## src/cio_pkg.sv

```systemverilog
package cio_pkg;
   // Byte offsets of APB registers
   localparam logic [7:0] CIO_DR_OFS = 8'h00;
   localparam logic [7:0] CIO_DM0_OFS = 8'h04;
   localparam logic [7:0] CIO_DM1_OFS = 8'h08;
   localparam logic [7:0] CIO_DM2_OFS = 8'h0C;
   localparam logic [7:0] CIO_BYP_OFS = 8'h10;
   localparam logic [7:0] CIO_BIE_OFS = 8'h14;
   localparam logic [7:0] CIO_SLW_OFS = 8'h18;
   localparam logic [7:0] CIO_IBD_OFS = 8'h1C;
   localparam logic [7:0] CIO_ITL_OFS = 8'h20;
   localparam logic [7:0] CIO_ITH_OFS = 8'h24;
   localparam logic [7:0] CIO_STAT_OFS = 8'h28;
   localparam logic [7:0] CIO_PS_OFS = 8'h2C;
   localparam logic [7:0] CIO_CTL_OFS = 8'h30;
   localparam logic [7:0] CIO_SIO_OFS = 8'h34;
   localparam logic [7:0] CIO_USB_OFS = 8'h38;
   localparam logic [7:0] CIO_OESEL_OFS = 8'h3C;
   localparam logic [7:0] CIO_PIN_OFS = 8'h40;
   localparam logic [7:0] CIO_PIN_END = 8'h5C;
   // USB pin positions in usb register
   localparam int CIO_USB_HI = 7;
   localparam int CIO_USB_LO = 6;
   // Drive modes
   typedef enum logic [2:0] {
      CIO_DM_ANALOG = 3'h0,
      CIO_DM_HIZ = 3'h1,
      CIO_DM_PULLUP = 3'h2,
      CIO_DM_PULLDN = 3'h3,
      CIO_DM_ODLOW = 3'h4,
      CIO_DM_ODHIGH = 3'h5,
      CIO_DM_STRONG = 3'h6,
      CIO_DM_PULLBOTH = 3'h7
   } cio_dm_t;
   // Interrupt types (high bit, low bit)
   localparam logic [1:0] CIO_IT_OFF = 2'h0;
   localparam logic [1:0] CIO_IT_RISE = 2'h1;
   localparam logic [1:0] CIO_IT_FALL = 2'h2;
   localparam logic [1:0] CIO_IT_BOTH = 2'h3;
   localparam logic [31:0] CIO_ZERO = 32'h0;
endpackage

```

## src/cio_port.sv

```systemverilog
// The register addresses and the APB slave port were chosen for this implementation.
`timescale 1ns/1ps
// Summary of operation
// - Three-bit mode decodes analog, hiz, pullup, pulldown, od low, od high, strong, both.
// - Driven value is output data bit, or array signal when bypassed, except on USB pins 6,7 outside USB mode, which always drive the data bit.
// - USB pins: 0 strong low; 1 float, resistive high, or strong high.
// - USB drive enable at bit 7,6; pull enable at bits 15,14.
// - In USB mode the USB drive and pull bits have no effect.
// - Port-wide configuration writes never alter USB drive bits.
// - Reset mode is analog high-Z: driver and input buffer both off, except USB pins 6,7 outside USB mode, which drive strong low with input buffer on.
// - Digital high-Z: driver off, input buffer on.
// - Pull modes: resistive in one state, strong in other, input kept.
// - Open-drain modes: float in one state, strong in other, input kept.
// - Strong mode drives both levels.
// - Pull-both mode: resistive high for 1, resistive low for 0.
// - Resistive modes disabled on special pin in regulated output.
// - Port-form registers: one bit per pin.
// - Pin-form registers alias eight port bits per pin.
// - Bidirectional enable picks high-Z input or configured drive, except on USB pins 6,7 outside USB mode, where it has no effect.
// - Sixteen output-enable lines, each routable to any pin.
// - Slew select matters only in strong and open-drain modes.
// - Eight pins feed one port interrupt request.
// - Per-pin interrupt type: rising, falling, both or off.
// - Detected edge sets status bit and asserts request.
// - Edge detection runs regardless of sleep.
// - Port setting selects CMOS or LVTTL threshold.
// - Per-pin input buffer disable works in every mode.
// - Per special pin choice of supply or regulated output level.
// - Special pin pairs share a four-way input reference select.
module cio_port
   import cio_pkg::*;
#(
   parameter int PINS = 8
) (
   // Clock and reset
   input wire logic clk_in,
   input wire logic reset_in,
   // APB slave
   input wire logic psel_in,
   input wire logic penable_in,
   input wire logic pwrite_in,
   input wire logic [7:0] paddr_in,
   input wire logic [31:0] pwdata_in,
   output logic [31:0] prdata_out,
   output logic pready_out,
   output logic pslverr_out,
   // Digital array and bidirectional controls
   input wire logic [PINS-1:0] array_data_in,
   input wire logic [15:0] aux_oe_in,
   input wire logic usb_mode_in,
   // Pins
   input wire logic [PINS-1:0] pin_in,
   output logic [PINS-1:0] pin_out,
   output logic [PINS-1:0] pin_oe_out,
   output logic [PINS-1:0] pin_pullup_out,
   output logic [PINS-1:0] pin_pulldn_out,
   output logic [PINS-1:0] pin_ibuf_en_out,
   output logic [PINS-1:0] pin_slow_out,
   output logic [PINS-1:0] pin_reg_level_out,
   output logic pin_lvttl_out,
   output logic [7:0] sio_ref_sel_out,
   // Port interrupt
   output logic port_irq_out
);
   // Whole module state
   typedef struct packed {
      logic [PINS-1:0] dr, dm0, dm1, dm2, byp, bie, slw, ibd, itl, ith;
      logic [PINS-1:0] stat, sync1, sync2, prev;
      logic [1:0] usb_drv, usb_pull;
      logic ctl_lvttl;
      logic [PINS-1:0] sio_reg;
      logic [7:0] sio_ref;
      logic [PINS*4-1:0] oesel;
      logic [31:0] prdata;
      logic pready, pslverr;
      logic [PINS-1:0] o, oe, pu, pd, ibuf, slow;
      logic irq;
   } cio_state_t;

   cio_state_t st, next_st;

   logic acc, wr, rd;
   logic [PINS-1:0] edge_hit, data, oe_sel;
   logic [2:0] pidx;
   assign acc = psel_in && penable_in && !st.pready;
   assign wr = acc && pwrite_in;
   assign rd = acc && !pwrite_in;
   assign pidx = 3'(paddr_in[4:2]);

   // Rising and falling detection on synchronised pins
   always_comb begin
      for (int i = 0; i < PINS; i++) begin
         logic [1:0] it;
         it = {st.ith[i], st.itl[i]};
         edge_hit[i] = ((it == CIO_IT_RISE || it == CIO_IT_BOTH) &&
                        st.sync2[i] && !st.prev[i]) ||
                       ((it == CIO_IT_FALL || it == CIO_IT_BOTH) &&
                        !st.sync2[i] && st.prev[i]);
         data[i] = st.byp[i] ? array_data_in[i] : st.dr[i];
         oe_sel[i] = aux_oe_in[st.oesel[i*4 +: 4]];
      end
   end

   // Next-state logic: bus, interrupts and pin decode
   always_comb begin
      next_st = st;
      next_st.sync1 = pin_in;
      next_st.sync2 = st.sync1;
      next_st.prev = st.sync2;
      next_st.pready = acc;
      next_st.pslverr = 1'b0;
      next_st.prdata = CIO_ZERO;
      if (acc) begin
         if (paddr_in[1:0] != 2'h0 || paddr_in > CIO_PIN_END)
            next_st.pslverr = 1'b1;
      end
      // Port-form writes; USB bits live elsewhere so never touched
      if (wr) begin
         case (paddr_in)
            CIO_DR_OFS: next_st.dr = pwdata_in[PINS-1:0];
            CIO_DM0_OFS: next_st.dm0 = pwdata_in[PINS-1:0];
            CIO_DM1_OFS: next_st.dm1 = pwdata_in[PINS-1:0];
            CIO_DM2_OFS: next_st.dm2 = pwdata_in[PINS-1:0];
            CIO_BYP_OFS: next_st.byp = pwdata_in[PINS-1:0];
            CIO_BIE_OFS: next_st.bie = pwdata_in[PINS-1:0];
            CIO_SLW_OFS: next_st.slw = pwdata_in[PINS-1:0];
            CIO_IBD_OFS: next_st.ibd = pwdata_in[PINS-1:0];
            CIO_ITL_OFS: next_st.itl = pwdata_in[PINS-1:0];
            CIO_ITH_OFS: next_st.ith = pwdata_in[PINS-1:0];
            CIO_CTL_OFS: next_st.ctl_lvttl = pwdata_in[0];
            CIO_SIO_OFS: begin
               next_st.sio_reg = pwdata_in[PINS-1:0];
               next_st.sio_ref = pwdata_in[15:8];
            end
            CIO_USB_OFS: begin
               next_st.usb_drv = pwdata_in[CIO_USB_HI:CIO_USB_LO];
               next_st.usb_pull = pwdata_in[CIO_USB_HI+8:CIO_USB_LO+8];
            end
            CIO_OESEL_OFS: next_st.oesel = pwdata_in[PINS*4-1:0];
            default: begin
               // Pin form: dr, dm[2:0], byp, bie, slw, ibd
               if (paddr_in >= CIO_PIN_OFS && paddr_in <= CIO_PIN_END) begin
                  next_st.dr[pidx] = pwdata_in[0];
                  next_st.dm0[pidx] = pwdata_in[1];
                  next_st.dm1[pidx] = pwdata_in[2];
                  next_st.dm2[pidx] = pwdata_in[3];
                  next_st.byp[pidx] = pwdata_in[4];
                  next_st.bie[pidx] = pwdata_in[5];
                  next_st.slw[pidx] = pwdata_in[6];
                  next_st.ibd[pidx] = pwdata_in[7];
               end
            end
         endcase
      end
      // Reads; status read clears what it returned
      if (rd) begin
         case (paddr_in)
            CIO_DR_OFS: next_st.prdata[PINS-1:0] = st.dr;
            CIO_DM0_OFS: next_st.prdata[PINS-1:0] = st.dm0;
            CIO_DM1_OFS: next_st.prdata[PINS-1:0] = st.dm1;
            CIO_DM2_OFS: next_st.prdata[PINS-1:0] = st.dm2;
            CIO_BYP_OFS: next_st.prdata[PINS-1:0] = st.byp;
            CIO_BIE_OFS: next_st.prdata[PINS-1:0] = st.bie;
            CIO_SLW_OFS: next_st.prdata[PINS-1:0] = st.slw;
            CIO_IBD_OFS: next_st.prdata[PINS-1:0] = st.ibd;
            CIO_ITL_OFS: next_st.prdata[PINS-1:0] = st.itl;
            CIO_ITH_OFS: next_st.prdata[PINS-1:0] = st.ith;
            CIO_STAT_OFS: begin
               next_st.prdata[PINS-1:0] = st.stat;
               next_st.stat = '0;
            end
            CIO_PS_OFS: next_st.prdata[PINS-1:0] = st.sync2 & st.ibuf;
            CIO_CTL_OFS: next_st.prdata[0] = st.ctl_lvttl;
            CIO_SIO_OFS: next_st.prdata[15:0] = {st.sio_ref, st.sio_reg};
            CIO_USB_OFS: begin
               next_st.prdata[CIO_USB_HI:CIO_USB_LO] = st.usb_drv;
               next_st.prdata[CIO_USB_HI+8:CIO_USB_LO+8] = st.usb_pull;
            end
            CIO_OESEL_OFS: next_st.prdata[PINS*4-1:0] = st.oesel;
            default: begin
               if (paddr_in >= CIO_PIN_OFS && paddr_in <= CIO_PIN_END)
                  next_st.prdata[7:0] = {st.ibd[pidx], st.slw[pidx],
                     st.bie[pidx], st.byp[pidx], st.dm2[pidx],
                     st.dm1[pidx], st.dm0[pidx], st.dr[pidx]};
            end
         endcase
      end
      // Edge events win over the read clear, clock-free of sleep
      next_st.stat = next_st.stat | edge_hit;
      next_st.irq = |next_st.stat;
      // Per-pin drive decode
      for (int i = 0; i < PINS; i++) begin
         cio_dm_t m;
         logic d, reg_lvl;
         m = cio_dm_t'({st.dm2[i], st.dm1[i], st.dm0[i]});
         d = data[i];
         reg_lvl = st.sio_reg[i];
         if (st.bie[i] && !oe_sel[i])
            m = CIO_DM_HIZ;
         next_st.o[i] = d;
         next_st.oe[i] = 1'b0;
         next_st.pu[i] = 1'b0;
         next_st.pd[i] = 1'b0;
         next_st.ibuf[i] = !st.ibd[i];
         next_st.slow[i] = 1'b0;
         case (m)
            CIO_DM_ANALOG: next_st.ibuf[i] = 1'b0;
            CIO_DM_HIZ: ;
            CIO_DM_PULLUP: begin
               next_st.oe[i] = !d;
               next_st.pu[i] = d && !reg_lvl;
            end
            CIO_DM_PULLDN: begin
               next_st.oe[i] = d;
               next_st.pd[i] = !d && !reg_lvl;
            end
            CIO_DM_ODLOW: begin
               next_st.oe[i] = !d;
               next_st.slow[i] = st.slw[i];
            end
            CIO_DM_ODHIGH: begin
               next_st.oe[i] = d;
               next_st.slow[i] = st.slw[i];
            end
            CIO_DM_STRONG: begin
               next_st.oe[i] = 1'b1;
               next_st.slow[i] = st.slw[i];
            end
            CIO_DM_PULLBOTH: begin
               next_st.pu[i] = d && !reg_lvl;
               next_st.pd[i] = !d && !reg_lvl;
            end
            default: ;
         endcase
      end
      // USB-capable pins in I/O mode; these pins have no slew control
      for (int u = 0; u < CIO_USB_HI - CIO_USB_LO + 1; u++) begin
         if (!usb_mode_in) begin
            next_st.oe[CIO_USB_LO+u] = !st.dr[CIO_USB_LO+u] ||
                                       st.usb_drv[u];
            next_st.pu[CIO_USB_LO+u] = st.dr[CIO_USB_LO+u] &&
                                       !st.usb_drv[u] && st.usb_pull[u];
            next_st.pd[CIO_USB_LO+u] = 1'b0;
            next_st.o[CIO_USB_LO+u] = st.dr[CIO_USB_LO+u];
            next_st.ibuf[CIO_USB_LO+u] = !st.ibd[CIO_USB_LO+u];
            next_st.slow[CIO_USB_LO+u] = 1'b0;
         end
      end
   end

   // State register
   always_ff @(posedge clk_in or posedge reset_in) begin
      if (reset_in)
         st <= '0;
      else
         st <= next_st;
   end

   // Outputs straight from flops
   assign prdata_out = st.prdata;
   assign pready_out = st.pready;
   assign pslverr_out = st.pslverr;
   assign pin_out = st.o;
   assign pin_oe_out = st.oe;
   assign pin_pullup_out = st.pu;
   assign pin_pulldn_out = st.pd;
   assign pin_ibuf_en_out = st.ibuf;
   assign pin_slow_out = st.slow;
   assign pin_reg_level_out = st.sio_reg;
   assign pin_lvttl_out = st.ctl_lvttl;
   assign sio_ref_sel_out = st.sio_ref;
   assign port_irq_out = st.irq;
endmodule

```

## config.mk

```make
export PLATFORM = sky130hd
export DESIGN_NAME = cio_port
export DESIGN_NICKNAME = d
export VERILOG_FILES = /design/src/cio_pkg.sv /design/src/cio_port.sv
export SDC_FILE = /design/constraint.sdc
export NUM_CORES = 1
export LEC_CHECK = 0
export BUFFER_PORTS_ARGS = -buffer_cell sky130_fd_sc_hd__buf_2
export CORE_ASPECT_RATIO = 0.75
export CORE_UTILIZATION = 30
export CTS_CLUSTER_DIAMETER = 150
export CTS_CLUSTER_SIZE = 40
export DETAILED_ROUTE_END_ITERATION = 10
export PLACE_DENSITY = 0.55
export REMOVE_ABC_BUFFERS = 1
export SETUP_SLACK_MARGIN = 0.05
export SYNTH_ARGS = -nofsm -noshare
export SYNTH_HDL_FRONTEND = slang
export SYNTH_SLANG_ARGS = --single-unit
```

## constraint.sdc

```tcl
create_clock -name clk_in -period 10.6 [get_ports clk_in]
set_input_delay 0.53 -clock clk_in [delete_from_list [all_inputs] [get_ports clk_in]]
set_output_delay 0.53 -clock clk_in [all_outputs]
set_load 0.02 [all_outputs]
```

## Word-level counts from Yosys, hierarchy flattened

Index checks and enable logic that the tools add are counted.

- Register bits after elaboration: 248
- Logic and storage cells: 500

- Magnitude comparators: 13
- Eq/ne operators: 87
- Multiplexer cells: 131
- Bitwise logic cells: 10
- Reductions and logical operators: 229

Operators by type and width:

| operator | number |
|---|---|
| 8-bit one-hot mux with 2 select lines | 8 |
| 13-bit OR reduction | 8 |
| 3-bit equality test, second input constant | 32 |
| 5-bit one-hot mux with 15 select lines | 1 |
| 1-bit two-way mux | 71 |
| 1-bit logical AND | 66 |
| 2-bit OR reduction | 33 |
| 8-bit bitwise mux | 8 |
| 8-bit by 6-bit equality test with 1-bit output, second input constant | 8 |
| 64-bit two-way mux | 1 |
| 1-bit logical NOT | 54 |
| 3-bit by 2-bit equality test with 1-bit output, second input constant | 16 |
| 4-bit by 5-bit less-than comparator with 1-bit output, second input constant | 8 |
| 1-bit binary-select mux with 4-bit select | 8 |
| 2-bit equality test, second input constant | 16 |
| 8-bit by 5-bit equality test with 1-bit output, second input constant | 4 |
| 32-bit two-way mux | 1 |
| 2-bit one-hot mux with 16 select lines | 1 |
| 1-bit logical OR | 27 |
| 1-bit binary-select mux with 3-bit select | 8 |
| 3-bit logical NOT | 8 |
| 3-bit two-way mux | 8 |
| 8-bit two-way mux | 3 |
| 1-bit one-hot mux with 3 select lines | 8 |
| other kinds (22) | 64 |

## Logic depth before layout (Yosys ltp)

- Depth in word-level cells: 9
- Gate-level depth with buffers: 9

## Worst setup path before layout

Ideal clock, no wire load.

- Path type: input -> register
- Start point: in paddr_in[4]
- End point: reg st[205] (netlist bit)
- Setup time: 0.125 ns
- Arrival time: 2.123 ns
- Slack: 8.352 ns
- Cell stages on the path: 8
- Buffers on the path: 3
- Cells stage by stage: buf_2 > buf_2 > o21bai_1 > a31o_2 > a21o_1 > buf_4 > a211oi_2 > mux2_4

- Word-level cells in the longest chain between the ends: 7
- Elaborated cells between the ends (all ways): 29

RTL lines:

| what | line | RTL |
|---|---|---|
| start, declared | cio_port.sv:42 | `input wire logic [7:0] paddr_in,` |
| 3-bit by 4-bit less-than comparator with 1-bit output (not written as such) or 3-bit by 1-bit >= comparator with 1-bit output (tied branches) | cio_port.sv:148 | `next_st.bie[pidx] = pwdata_in[5];` |
| 1-bit logical AND (not written as such) | cio_port.sv:148 |  |
| 1-bit two-way mux (not written as such) | cio_port.sv:148 |  |
| 1-bit demux with 3-bit select | cio_port.sv:148 |  |
| 8-bit bitwise mux | cio_port.sv:148 |  |
| 64-bit two-way mux | cio_port.sv:142 | `if (paddr_in >= CIO_PIN_OFS && paddr_in <= CIO_PIN_END) begin` |
| 8-bit one-hot mux with 2 select lines | cio_port.sv:119 | `case (paddr_in)` |
| end signal, assigned | cio_port.sv:256 | `st <= next_st;` |
| end, declared | cio_port.sv:80 | `cio_state_t st, next_st;` |

Several ways; a longest one is shown, not always the timed one. The select of a mux whose other input is x is not followed.
A chain may end at the register's enable or synchronous reset.

## Worst setup path in the final report

- Start point: in paddr_in[4]
- End point: reg st[91] (netlist bit)

- Word-level cells in the longest chain between the ends: 2

RTL lines:

| what | line |
|---|---|
| 8-bit by 6-bit equality test with 1-bit output | cio_port.sv:119 |
| 2-bit AND reduction (no source line) | - |

No other way between the ends.

==> impl_metrics.yaml <==
yosys:
  yosysWarningCount: 0
  seq_area_frac_synth: 0.443
  ys_async_sr_fraction: 1.00
  syn_area_mm2: 0.0140
  synthFlopType: "dfrtp_1"
  synth_area_leader_cell: "dfrtp_1"
  synthTopCellsByArea: "dfrtp_1 (44%), mux4_2 (7.9%), buf_4 (5.6%)"
  synth_top_area_share: 0.443
  synth_seq_cells: 248
  avgSynthCellArea_um2: 10.9
  ys_types: 81
  synth_edf_count: 0
  synthCells: 1288
routing:
  drc: 0
  drtAntennaViolNets: 0
  drt_first_iter_violations: 1160
  vias_per_cell: 5.68
  wl_mm: 49.4
  num_vias: 10900
  dr.pass1.iters: 5
  wl_per_cell_um: 25.8
critical_path:
  reg2reg_depth: 6
  rr_startpoint: "pready_out"
  rrSetupSlack_ps: 7770
  cp-start-kind: "input port"
  crit_type: "input port to flop"
  slowest_delay_ps: 960
  end_kind: "flop"
  path_max_fanout: 46
  worstPathCellList: "buf_2 > buf_4 > and4bb_1 > and2_1 > nor2b_4 > mux2_2"
  reg2reg_to: "st[208]"
  slowest_stage: "nor2b_4"
  required_ps: 10980
  cp.arrival_ps: 3870
timing:
  rsz0062_at_grt: "false"
  clock_skew_ps: 55.0
  tightest_slew_ps: 1120
  period_needed_ps: 3490
  fmax_mhz: 286
  final-hold-violation-count: 0
  tns_ps: 0
  relSlewSlack: 0.250
  finalCritPeriodShare: 0.330
  setup_viol: 0
  final_max_slew_viol_count: 0
job:
  max_cap_violations: 0
cts:
  clock_path_buffers: 3
  clk_pin_slew_ps: 150
  cts_setup_buffers: 0
  numCtsBuffers: 10
  tritoncts: "built"
  htree_levels: 1
  cts_resized: 0
  ctsHoldBuffers: 0
  insertion_delay_ps: 540
  root_buffer: "clkbuf_16"
  cts.sinks: 248
placed_design:
  dp_hpwl_mm: 35.4
  dpl.cell_count: 1896
  routabilityCongestion: 0.941
  port_buffers: 177
hold_path:
  worst_hold_path_type: "input port to flop"
  hold_start: "pin_in[7]"
  whs_endpoint: "next_st[151]"
  hold_depth: 1
global_routing:
  track_usage: 0.203
  grt_pass1_wl_mm: 72.0
  grt_pass1_vias: 10500
  grt_max_degree: 134
  grt_overflow: 0
  antenna_found_initial: 6
run_status:
  status: "complete, no violations"
finish:
  num-fill-cells: 4707
  final_nets: 1356
  regArea_mm2: 0.00621
  fin_cells: 1912
  multiInputGateArea_mm2: 0.00650
  postLayoutCoreUtil: 0.323
  drive_above_1_share: 0.271
  area_growth_pct: 6.13
floorplan:
  pin_count: 178
  die_area_mm2: 0.0476
  fp.dieW_um: 252
  initial_core_util: 0.304
  placementRows: 68
  core-area_mm2: 0.0460
  die_h_um: 189
power_and_ir_drop:
  leakage_nw: 6.62
  powerDensity_mw_per_mm2: 125
  vdd_drop_max_uv: 95.6
cell usage in the layout (no fill, tap or decap), types with 6 or more instances in the layout:
| master | n |
|---|---|
| a2111oi_0 | 8 |
| a211oi_1 | 11 |
| a21o_1 | 11 |
| a21oi_1 | 95 |
| a221oi_1 | 6 |
| a22oi_1 | 15 |
| a2bb2oi_1 | 38 |
| a31oi_1 | 6 |
| a32o_1 | 6 |
| and3_1 | 21 |
| buf_2 | 177 |
| buf_4 | 11 |
| clkbuf_16 | 10 |
| dfrtp_1 | 248 |
| inv_1 | 18 |
| mux2_1 | 25 |
| mux2_2 | 53 |
| mux2_4 | 14 |
| mux2i_1 | 29 |
| mux4_2 | 49 |
| nand2_1 | 102 |
| nand2b_1 | 15 |
| nand3_1 | 22 |
| nand3b_1 | 12 |
| nor2_1 | 35 |
| nor2b_1 | 9 |
| nor3_1 | 25 |
| nor4_1 | 11 |
| o21ai_0 | 27 |
| o22ai_1 | 63 |
| o32ai_1 | 7 |
| o41a_1 | 6 |
| xor2_1 | 7 |
through the flow:
stage	setup slack, ps	power (mW)	hold slack [ps]	instance area [um2]
2_1_floorplan	3260	1.21	331	12800
4_1_cts	7140	1.87	69.3	14900
5_1_grt	6840	1.93	61.8	14900
3_5_place_dp	6630	1.36	339	14600
6_report	7110	1.86	78.8	14900
3_3_place_gp	6700	1.36	334	14600
critical path: cells and delay by family:
kind                   cells  cell delay (ps)
and+or+nand+nor            3             2300
buffers and inverters      2              580
muxes                      1              410
synthesized netlist by cell type, drive strengths merged, types with 11 or more instances:
cell     instances
a211oi          15
a21o            11
a21oi           96
a22oi           15
a2bb2oi         38
and3            21
buf            160
clkbuf          51
dfrtp          248
inv             19
mux2            92
mux2i           29
mux4            49
nand2          102
nand2b          15
nand3           24
nand3b          12
nor2            37
nor3            26
nor4            14
o21ai           28
o22ai           63
worst max-delay path by stage:
| stage | start | end | cells after the start |
|---|---|---|---|
| floorplan | reset_in | next_st[136] | 1 |
| global placement | paddr_in[3] | st[113] | 6 |
| detailed placement | paddr_in[4] | st[113] | 6 |
| CTS | paddr_in[4] | st[91] | 6 |
| global route | paddr_in[3] | st[91] | 6 |
| finish | paddr_in[4] | st[91] | 6 |
cell type report:
type | count | share of cell area
Clock buffer | 11 | 0.0171
Tap cell | 630 | 0.0530
Antenna cell | 3 | 0.000505
Inverter | 19 | 0.00530
Clock inverter | 2 | 0.00311
Sequential cell | 248 | 0.417
Timing Repair Buffer | 189 | 0.0665
Multi-Input combinational cell | 810 | 0.437
state kept, by name, indices dropped and copies added (netlist names):
register	count
pin_pulldn_out	8
prdata_out	32
pin_out	8
st	132
pslverr_out	1
next_st	16
pin_slow_out	8
pin_oe_out	8
port_irq_out	1
pin_reg_level_out	8
pin_ibuf_en_out	8
pready_out	1
sio_ref_sel_out	8
pin_lvttl_out	1
pin_pullup_out	8
cells by family (layout without fill, tap and decap cells):
logic type,Yosys count,count (layout),share of synthesized area
DFF,248,248,0.443
muxes,170,170,0.177
buffers and inverters,230,221,0.0943
other,0,3,0
and+or+nand+nor,293,293,0.113
AOI/OAI and AO/OA,339,339,0.167
xor gates and xnor gates,8,8,0.00500
layer usage:
layer / GRT usage / wire length, um / vias up
met3: 0.0516 / 4970 / 72
met2: 0.285 / 20500 / 565
met1: 0.305 / 22500 / 5544
met4: 0.0568 / 1420 / 6
li1: - / - / 4678
met5: 0 / 39 / -
report_power, final:
| group | switching [mW] | internal (mW) |
|---|---|---|
| Combinational | 0.178 | 0.107 |
| Sequential | 0.0755 | 0.994 |
| Clock | 0.320 | 0.183 |
| Total | 0.574 | 1.28 |
(Power assumes the default switching activity.)
